===== config.mk =====
export PLATFORM = sky130hd
export DESIGN_NAME = besirq_top
export DESIGN_NICKNAME = d
export VERILOG_FILES = /design/src/besirq_pkg.sv /design/src/besirq_sticky.sv /design/src/besirq_event_map.sv /design/src/besirq_top.sv
export SDC_FILE = /design/constraint.sdc
export NUM_CORES = 1
export LEC_CHECK = 0
export BUFFER_PORTS_ARGS = -buffer_cell sky130_fd_sc_hd__clkbuf_2
export CORE_ASPECT_RATIO = 1.1
export CORE_MARGIN = 4
export CORE_UTILIZATION = 48
export DETAILED_ROUTE_END_ITERATION = 16
export GPL_ROUTABILITY_DRIVEN = 0
export GPL_TIMING_DRIVEN = 0
export PLACE_DENSITY_LB_ADDON = 0.1
export SLEW_MARGIN = 20
export SYNTH_ARGS = -nofsm -noshare
export SYNTH_HDL_FRONTEND = slang
export SYNTH_SLANG_ARGS = --single-unit

===== constraint.sdc =====
create_clock -name clk_i -period 1.9 [get_ports clk_i]
set_input_delay 0.38 -clock clk_i [delete_from_list [all_inputs] [get_ports clk_i]]
set_output_delay 0.38 -clock clk_i [all_outputs]
set_load 0.1 [all_outputs]

===== src/besirq_pkg.sv =====
// Purpose: Shared constants and types for the board error status and interrupt block.
// Assumes: 32-bit register words, byte addresses on a 16-bit offset bus.
// Notes:   Every register offset, status field position and vector and mask reset value used by the logic lives here.
`default_nettype none
package besirq_pkg;
	localparam int          ADDR_W       = 16;
	localparam int          DATA_W       = 32;
	localparam int          VEC_W        = 8;
	localparam int          CHANS        = 4;
	localparam int          WORD_LSB     = 2;
	localparam logic [15:0] OFF_VECTOR   = 16'h0020;
	localparam logic [15:0] OFF_STATUS   = 16'h0028;
	localparam logic [15:0] OFF_REVISION = 16'h0038;
	localparam logic [15:0] OFF_MASK     = 16'h00a4;
	localparam int          AC_LSB       = 28;
	localparam int          DC_LSB       = 24;
	localparam int          SQL_LSB      = 20;
	localparam int          LOL_LSB      = 16;
	localparam int          RSVD_BIT     = 15;
	localparam int          BPL_BIT      = 14;
	localparam int          RLL_BIT      = 13;
	localparam int          REF_BIT      = 12;
	localparam int          CMP_LSB      = 8;
	localparam int          OVF_LSB      = 4;
	localparam int          DNV_LSB      = 0;
	localparam logic [31:0] FLAG_IMPL    = 32'hffff7fff;
	localparam logic [31:0] ZERO_WORD    = 32'h00000000;
	localparam logic [7:0]  VECTOR_RST   = 8'h00;
	localparam logic [31:0] MASK_RST     = 32'h00000000;

	typedef struct packed {
		logic [31:0] rdata;
		logic        rvalid;
		logic [7:0]  vector;
		logic [31:0] mask;
		logic        irq;
		logic [7:0]  iack_vec;
		logic        iack_ack;
		logic        iack_pass;
	} besirq_main_type;
endpackage
`default_nettype wire


===== src/besirq_sticky.sv =====
// Purpose: Bank of sticky flags set by events and cleared by writing one.
// Assumes: Set and clear vectors are synchronous to clk_i.
// Notes:   A set arriving in the clearing cycle wins.
`timescale 1ns/1ps
`default_nettype none
module besirq_sticky
	import besirq_pkg::*;
#(
	parameter int W = 32
)
(
	input  wire logic         clk_i,
	input  wire logic         rst_i,
	input  wire logic [W-1:0] set_i,
	input  wire logic [W-1:0] clr_i,
	output logic      [W-1:0] flags_o
);
	typedef struct packed {
		logic [W-1:0] flags;
	} besirq_flag_type;

	besirq_flag_type st_ff;
	besirq_flag_type nxt_st;

	always_comb
	begin
		nxt_st       = st_ff;
		nxt_st.flags = (st_ff.flags & ~clr_i) | set_i;
	end

	always_ff @(posedge clk_i)
	begin
		if (rst_i)
			st_ff <= '0;
		else
			st_ff <= nxt_st;
	end

	assign flags_o = st_ff.flags;
endmodule
`default_nettype wire


===== src/besirq_event_map.sv =====
// Purpose: Gathers raw fault inputs into one 32-bit event word in status layout.
// Assumes: Channel n feeds axis n; all inputs are one-cycle or level events.
// Notes:   Squelch implies loss of lock, and loss of lock implies invalid data.
`timescale 1ns/1ps
`default_nettype none
module besirq_event_map
	import besirq_pkg::*;
(
	input  wire logic [3:0]  ac_high_i,
	input  wire logic [3:0]  dc_high_i,
	input  wire logic [3:0]  squelch_i,
	input  wire logic [3:0]  chan_lol_i,
	input  wire logic        backplane_lol_i,
	input  wire logic        ext_clk_sel_i,
	input  wire logic        ref_lol_i,
	input  wire logic        ref_err_i,
	input  wire logic [3:0]  pos_cmp_i,
	input  wire logic [3:0]  vel_cmp_i,
	input  wire logic [3:0]  pos_ovf_i,
	input  wire logic [3:0]  data_bad_i,
	output logic      [31:0] events_o
);
	logic [3:0] lol_ev;

	always_comb
	begin
		lol_ev                              = chan_lol_i | squelch_i;
		events_o                            = ZERO_WORD;
		events_o[AC_LSB +: CHANS]           = ac_high_i;
		events_o[DC_LSB +: CHANS]           = dc_high_i;
		events_o[SQL_LSB +: CHANS]          = squelch_i;
		events_o[LOL_LSB +: CHANS]          = lol_ev;
		events_o[BPL_BIT]                   = backplane_lol_i & ext_clk_sel_i;
		events_o[RLL_BIT]                   = ref_lol_i;
		events_o[REF_BIT]                   = ref_err_i;
		events_o[CMP_LSB +: CHANS]          = pos_cmp_i | vel_cmp_i;
		events_o[OVF_LSB +: CHANS]          = pos_ovf_i;
		events_o[DNV_LSB +: CHANS]          = data_bad_i | lol_ev;
	end
endmodule
`default_nettype wire


===== src/besirq_top.sv =====
// Purpose: Board error status, interrupt mask, vector and revision registers with IRQ.
// Assumes: Register port and acknowledge strobes are synchronous one-cycle pulses.
// Notes:   Read data and acknowledge answers appear one cycle after the strobe.
// Notes on behaviour
// - Status bits 31..28 latch AC clipping on channels 4..1 until cleared.
// - Status bits 27..24 latch DC power over limit on channels 4..1.
// - Bits 23..20 latch below-squelch; squelch also latches channel loss of lock.
// - Bits 19..16 latch loss of lock, which also latches data-invalid.
// - Bit 14 latches backplane clock loss only when external clock selected.
// - Bit 13 latches reference lost lock, bit 12 any reference error.
// - Bits 11..8 latch position OR velocity comparator hit per axis.
// - Bits 7..4 latch position overflow per axis.
// - Bits 3..0 latch invalid data per axis; zero means valid.
// - Flags stay set; only writing one to a bit clears it.
// - Revision bits 31..16 give hardware letter and two minor nibbles.
// - Revision bits 15..0 give firmware letter and two minor nibbles.
// - Own interrupt acknowledge returns the 8-bit vector.
// - Vector is readable by normal reads; host ignores upper bits.
// - Vector bits 31..8 read zero, ignore writes; vector resets to zero.
// - No interrupt request unless the global IRQ enable is set.
// - Mask bit n enables status bit n onto the interrupt.
// - Mask bits read/write, reset zero; bit 15 reserved.
// - Undefined bits read zero; writes to them have no effect.
`timescale 1ns/1ps
`default_nettype none
module besirq_top
	import besirq_pkg::*;
#(
	parameter logic [7:0] HW_MAJOR  = 8'h42, // Arbitrary value.
	parameter logic [3:0] HW_MINOR1 = 4'h0,  // Arbitrary value.
	parameter logic [3:0] HW_MINOR2 = 4'h3,  // Arbitrary value.
	parameter logic [7:0] FW_MAJOR  = 8'h43, // Arbitrary value.
	parameter logic [3:0] FW_MINOR1 = 4'h1,  // Arbitrary value.
	parameter logic [3:0] FW_MINOR2 = 4'h2   // Arbitrary value.
)
(
	input  wire logic              clk_i,
	input  wire logic              rst_i,
	input  wire logic [ADDR_W-1:0] reg_addr_i,
	input  wire logic              reg_wr_i,
	input  wire logic              reg_rd_i,
	input  wire logic [DATA_W-1:0] reg_wdata_i,
	output logic      [DATA_W-1:0] reg_rdata_o,
	output logic                   reg_rvalid_o,
	input  wire logic              irq_enable_i,
	input  wire logic              iack_i,
	output logic      [VEC_W-1:0]  iack_vector_o,
	output logic                   iack_ack_o,
	output logic                   iack_pass_o,
	output logic                   irq_o,
	input  wire logic [3:0]        ac_high_i,
	input  wire logic [3:0]        dc_high_i,
	input  wire logic [3:0]        squelch_i,
	input  wire logic [3:0]        chan_lol_i,
	input  wire logic              backplane_lol_i,
	input  wire logic              ext_clk_sel_i,
	input  wire logic              ref_lol_i,
	input  wire logic              ref_err_i,
	input  wire logic [3:0]        pos_cmp_i,
	input  wire logic [3:0]        vel_cmp_i,
	input  wire logic [3:0]        pos_ovf_i,
	input  wire logic [3:0]        data_bad_i
);
	////////////////////////////////////////////////////////////////////////////////////////
	besirq_main_type st_ff;
	besirq_main_type nxt_st;
	logic [31:0]     events;
	logic [31:0]     status;
	logic [31:0]     status_clr;
	logic [31:0]     revision;
	logic [13:0]     word_addr;
	logic            hit_vector;
	logic            hit_status;
	logic            hit_rev;
	logic            hit_mask;
	logic            pending;

	besirq_event_map u_event_map (
		.ac_high_i       (ac_high_i),
		.dc_high_i       (dc_high_i),
		.squelch_i       (squelch_i),
		.chan_lol_i      (chan_lol_i),
		.backplane_lol_i (backplane_lol_i),
		.ext_clk_sel_i   (ext_clk_sel_i),
		.ref_lol_i       (ref_lol_i),
		.ref_err_i       (ref_err_i),
		.pos_cmp_i       (pos_cmp_i),
		.vel_cmp_i       (vel_cmp_i),
		.pos_ovf_i       (pos_ovf_i),
		.data_bad_i      (data_bad_i),
		.events_o        (events)
	);

	besirq_sticky #(
		.W (DATA_W)
	) u_status (
		.clk_i   (clk_i),
		.rst_i   (rst_i),
		.set_i   (events),
		.clr_i   (status_clr),
		.flags_o (status)
	);

	////////////////////////////////////////////////////////////////////////////////////////
	// The byte lane offset is dropped so a half-word access lands on the same register.
	assign word_addr  = reg_addr_i[ADDR_W-1:WORD_LSB];
	assign hit_vector = (word_addr == OFF_VECTOR[ADDR_W-1:WORD_LSB]);
	assign hit_status = (word_addr == OFF_STATUS[ADDR_W-1:WORD_LSB]);
	assign hit_rev    = (word_addr == OFF_REVISION[ADDR_W-1:WORD_LSB]);
	assign hit_mask   = (word_addr == OFF_MASK[ADDR_W-1:WORD_LSB]);
	assign status_clr = (reg_wr_i && hit_status) ? (reg_wdata_i & FLAG_IMPL) : ZERO_WORD;
	assign revision   = {HW_MAJOR, HW_MINOR1, HW_MINOR2, FW_MAJOR, FW_MINOR1, FW_MINOR2};
	assign pending    = irq_enable_i && ((status & st_ff.mask) != ZERO_WORD);

	always_comb
	begin
		nxt_st           = st_ff;
		nxt_st.rvalid    = reg_rd_i;
		nxt_st.iack_ack  = 1'b0;
		nxt_st.iack_pass = 1'b0;
		nxt_st.irq       = pending;
		if (reg_wr_i && hit_vector)
			nxt_st.vector = reg_wdata_i[VEC_W-1:0];
		if (reg_wr_i && hit_mask)
			nxt_st.mask = reg_wdata_i & FLAG_IMPL;
		if (reg_rd_i)
		begin
			if (hit_vector)
				nxt_st.rdata = {24'h000000, st_ff.vector};
			else if (hit_status)
				nxt_st.rdata = status;
			else if (hit_rev)
				nxt_st.rdata = revision;
			else if (hit_mask)
				nxt_st.rdata = st_ff.mask;
			else
				nxt_st.rdata = ZERO_WORD;
		end
		if (iack_i)
		begin
			if (st_ff.irq)
			begin
				nxt_st.iack_vec = st_ff.vector;
				nxt_st.iack_ack = 1'b1;
			end
			else
				nxt_st.iack_pass = 1'b1;
		end
	end

	always_ff @(posedge clk_i)
	begin
		if (rst_i)
		begin
			st_ff          <= '0;
			st_ff.vector   <= VECTOR_RST;
			st_ff.mask     <= MASK_RST;
		end
		else
			st_ff <= nxt_st;
	end

	assign reg_rdata_o   = st_ff.rdata;
	assign reg_rvalid_o  = st_ff.rvalid;
	assign iack_vector_o = st_ff.iack_vec;
	assign iack_ack_o    = st_ff.iack_ack;
	assign iack_pass_o   = st_ff.iack_pass;
	assign irq_o         = st_ff.irq;
endmodule
`default_nettype wire


# == Word-level counts from Yosys, hierarchy flattened ==
# Index checks and enable logic that the tools add are counted.
# totals
in_bits,90
regBits,115
# op_classes
muxes,7
eq_ne,4
n_bitwise,9
n_reduce_logical,7
# ops
operator,n
32-bit two-way mux,5
32-bit bitwise AND,2
"14-bit by 4-bit == test with 1-bit output, second input constant",3
32-bit inverter,1
32-bit OR,1
32-bit nonzero test,1
"14-bit by 6-bit == test with 1-bit output, second input constant",1
4-bit OR,3
1-bit logical AND,4
1-bit two-way mux,2
2-bit AND reduction,1
2-bit OR reduction,1
1-bit bitwise AND,1
1-bit inverter,1

# == Depth between registers and ports, before layout ==
# depth
depth_word,6
depth_mapped,7
ltp_nobuf,4

# == By module ==
# A second synthesis with hierarchy kept.
# hier_totals
hier_cells,670
area_unflattened_um2,5464.0
# modules_own_cells
module,seq_area_each_um2,area_per_inst_um2,instances,cells_per_inst
besirq_top,1661.6,4081.4,1,506
besirq_sticky,640.6,1154.9,1,131
besirq_event_map,0.0,227.7,1,33

# == Least setup slack after synthesis ==
# No wires, ideal clock.
# synth_path
path_type,in2reg
startpoint,input port reg_addr_i[9]
endpoint,register st_ff (netlist bit reg_rdata_o[19])
cell_stages,7
t_arrival_ns,1.801
setup_ns,0.123
setup_slack_ns,-0.024
cell_sequence,or4_4 -> buf_6 -> or3_1 -> buf_6 -> nand2b_4 -> clkbuf_2 -> o21ai_0
# synth_via
elab_chain_len,5
elab_cells_between_ends,8
classes_between,4 x eq/ne; 4 x mux
# synth_lines
item,line,text
start: declaration,besirq_top.sv:39,"input wire logic [ADDR_W-1:0] reg_addr_i,"
14-bit by 6-bit == test with 1-bit output,besirq_top.sv:110,assign hit_mask = (word_addr == OFF_MASK[ADDR_W-1:WORD_LSB]);
32-bit two-way mux,besirq_top.sv:134,else if (hit_mask)
32-bit two-way mux,besirq_top.sv:132,else if (hit_rev)
32-bit two-way mux,besirq_top.sv:130,else if (hit_status)
32-bit two-way mux (*),besirq_top.sv:128,if (hit_vector)
end signal: assignment,besirq_top.sv:160,st_ff <= nxt_st;
end: declaration,besirq_top.sv:65,besirq_main_type st_ff;
# Mark *: on every way between the ends. The rest lies on a longest branch, timed or not.
# A chain may end at the register's enable or synchronous reset.

# == Final worst setup path ==
# layout_path
startpoint,input port reg_addr_i[9]
endpoint,register st_ff (netlist bit reg_rdata_o[3])
# Same word-level chain as after synthesis.

==> metrics.yaml <==
worst_hold_path:
  min-delay-path-class: "input port to register"
  hold_start: "reg_wdata_i[14]"
  hold_end: "u_status.flags_o[14]"
  hold_depth: 2
synthesis:
  synthAdderAreaFrac_pct: 0
  synth_simple_gate_area_share_pct: 18.93
  synth_seq_cells: 113
  synthDistinctLibCells: 48
  syn_avg_cell_area_sq_um: 8.767
  synth_seq_area_share_pct: 44.56
  synth_area_sq_mm: 0.005076
  muxShareOfSynthArea_pct: 6.113
  syn-num-nets: 669
  async_reset_ff_share_pct: 0
  postSynthCellCount: 579
  synth_flop_cell: "dfxtp_1"
  synth_xor_area_share_pct: 0
  yosys_warnings: 0
  synthTopCellsByArea: "dfxtp_1, nand2_1, buf_4, mux2i_1, a311oi_1"
  yosysTopAreaCellShare_pct: 44.56
  synth_top_family_by_area: "compound AO/OA/AOI/OAI gates"
  synth_edf_count: 0
  synth_top_area_cell: "dfxtp_1"
  synth_compound_area_share_pct: 19.40
critical_path:
  cp.required_ps: 2210
  max_stage_delay_ps: 530
  path_class: "input port to register"
  critPathMaxFanout: 7
  crit_path_cell_trace: "clkbuf_2 > or4_4 > buf_6 > nor2_1 > a22oi_1 > o31ai_1"
  startpoint_type: "input port"
  rr_worst_depth: 4
  rr_startpoint: "u_status.flags_o[20]"
  rrSetupSlack_ps: 340
  rr_endpoint: "irq_o"
  arrival_ps: 2230
  cp_slowest_cell: "nor2_1"
  end_kind: "register"
floorplan:
  die_h_um: 115.9
  io_pins: 134
  die_area_sq_mm: 0.01229
  rows: 39
  die_x_um: 106.1
  start_util_pct: 49.07
  core_area_sq_mm: 0.01034
cells_and_area:
  diodes: 0
  area_delta_synth_final_pct: 30.24
  layoutNonFillerInstCount: 884
  design_area_sq_mm: 0.006611
  layout-drive-gt1-share_pct: 31.04
  layout.nets: 818
timing:
  max_slew_margin_pct: 45.33
  layout_min_cycle_time_ps: 1925
  finalHoldViolations: 0
  rsz0062_at_grt: "yes"
  finalSetupViolCount: 1
  worstMarginPinSlew_ps: 815.2
  fin_crit_sh_pct: 101.3
  fin_skew_ps: 6.166
  clock.fmax_mhz: 519.4
  layout_setup_ws_ps: -25.16
  drv_slew: 0
  holdWs_ps: 178.4
global_route:
  grt_pass1_wl_mm: 24.34
  grt-ovfl-total: 0
  grt_pass1_vias: 4838
  antenna_found_initial: 0
  grt_use_total_pct: 25.63
  grt_max_degree: 17
pwr:
  leakagePower_nw: 2.766
  power_mw: 6.408
  power_density_mw_per_mm2: 969.3
  ir_drop_mv: 0.5212
routing:
  final_antenna_net_count: 0
  vias_per_cell: 5.524
  wire_per_inst_um: 17.53
  drcViolationCount: 0
  dr.pass1.iters: 5
  drtIter0Drc: 342
  totalWireLength_mm: 15.50
  vias: 4883
place:
  dp_hpwl_mm: 11.73
  place_inst: 850
  placed_area_sq_mm: 0.005904
  io_buffers: 128
clock_network:
  path_clk_slew_ps: 50
  cts_buffer_depth: 2
  cts_tree: "done"
  cts.sinks: 113
  clock_latency_ps: 410
  cts_made_buffers: 17
  cts_hold_buf: 0
  cts-root-buf: "clkbuf_16"
  htree_levels: 4
status:
  status: "complete, but fails checks"
  violations: "setup timing"
run:
  max-cap-violations: 0
[worst max-delay path by stage]
stage,slack (ps),end,cells after the start,startpoint
global placement,-590,u_status.flags_o[6],7,reg_addr_i[15]
CTS,8,st_ff[38],7,reg_addr_i[4]
global route,-30,reg_rdata_o[17],6,reg_addr_i[9]
finish,-30,reg_rdata_o[3],6,reg_addr_i[9]
detailed placement,-640,u_status.flags_o[6],7,reg_addr_i[15]
floorplan,-7,st_ff[47],7,reg_addr_i[9]
[cell type report]
class                           count  area, sq um
Fill cell                         929         3734
Inverter                           22        82.58
Tap cell                          143        178.9
Multi-Input combinational cell    370         2282
Clock buffer                       22        454.2
Buffer                             74        489.2
Sequential cell                   113         2262
Clock inverter                     10        206.4
Timing Repair Buffer              130        655.6
[worst max-delay path, delay by kind of cell]
kind / cells / cell delay, ps
AOI/OAI and AO/OA: 2 / 570
buffers and inverters: 2 / 230
and+or+nand+nor: 2 / 1050
[cells in the final DEF (no fill, tap or decap), types with 3 or more instances in the layout]
cell type    n
inv_1       22
nor3_2       6
a22o_1       3
a221oi_1     9
nand2_1    105
bufinv_16    6
o21ai_0     23
nor3_1      17
buf_4       48
a31o_1       4
buf_2        4
nor2b_1      3
a311oi_1    27
dfxtp_1    113
o41ai_1      4
clkbuf_2   129
nand3_1     10
a22oi_1     31
a31o_2       5
clkbuf_16   17
nor2_1      39
a21oi_1      9
clkbuf_1    21
nand4_1      4
a31oi_1      4
o31ai_1      7
mux2i_1     31
nand2b_1     8
buf_6        3
[cells by family after synthesis]
| kind of cell | Yosys count |
|---|---|
| simple gates | 205 |
| flops | 113 |
| buf+inv | 96 |
| other cells | 1 |
| mux | 31 |
| compound gates | 133 |
[per-layer routing]
layer  GRT usage (%)  vias up  part of all wire [%]
li1                -     2346                     -
met5               0        -                     0
met3           6.685       31                   8.2
met2           41.84      212                    47
met1           32.93     2294                    42
met4           9.499        0                   2.4
[Yosys cell counts (all sizes together) (2+ instances only)]
| master | n |
|---|---|
| a21oi | 9 |
| a221oi | 9 |
| a22o | 3 |
| a22oi | 31 |
| a311oi | 27 |
| a31o | 9 |
| a31oi | 4 |
| buf | 55 |
| clkbuf | 19 |
| dfxtp | 113 |
| inv | 22 |
| mux2i | 31 |
| nand2 | 105 |
| nand2b | 9 |
| nand3 | 10 |
| nand4 | 4 |
| nor2 | 39 |
| nor2b | 3 |
| nor3 | 23 |
| nor4 | 2 |
| o21ai | 24 |
| o31ai | 7 |
| o41ai | 4 |
| or3 | 2 |
[sequential cells by signal (all words and copies together) (netlist names)]
name / count
st_ff: 39
reg_rdata_o: 31
u_status.flags_o: 31
iack_vector_o: 8
iack_ack_o: 1
iack_pass_o: 1
irq_o: 1
reg_rvalid_o: 1
[through the flow]
stage | util, % | setup WS [ps] | TNS, ps
2_1_floorplan | - | -7.344 | -7.344
3_3_place_gp | 57.08 | -589.9 | -44830
3_5_place_dp | 57.08 | -639.4 | -47720
4_1_cts | 63.75 | 8.268 | 0
5_1_grt | 63.91 | -25.48 | -65.58
6_report | 63.91 | -25.16 | -25.16
[power breakdown]
part	internal, mW	switching (mW)	leakage, nW	total [mW]
sequential	2.42	0.0483	0.921	2.47
combinational	0.137	0.234	1.53	0.371
clock	2.49	1.08	0.318	3.57
[repair_timing]
item,in CTS,in global routing
pin swaps,0,2
endpoints found under the setup margin,74,61
buffers inserted,0,2
gates resized for setup,6,2
Note: power is estimated with default switching activity, not from simulation.
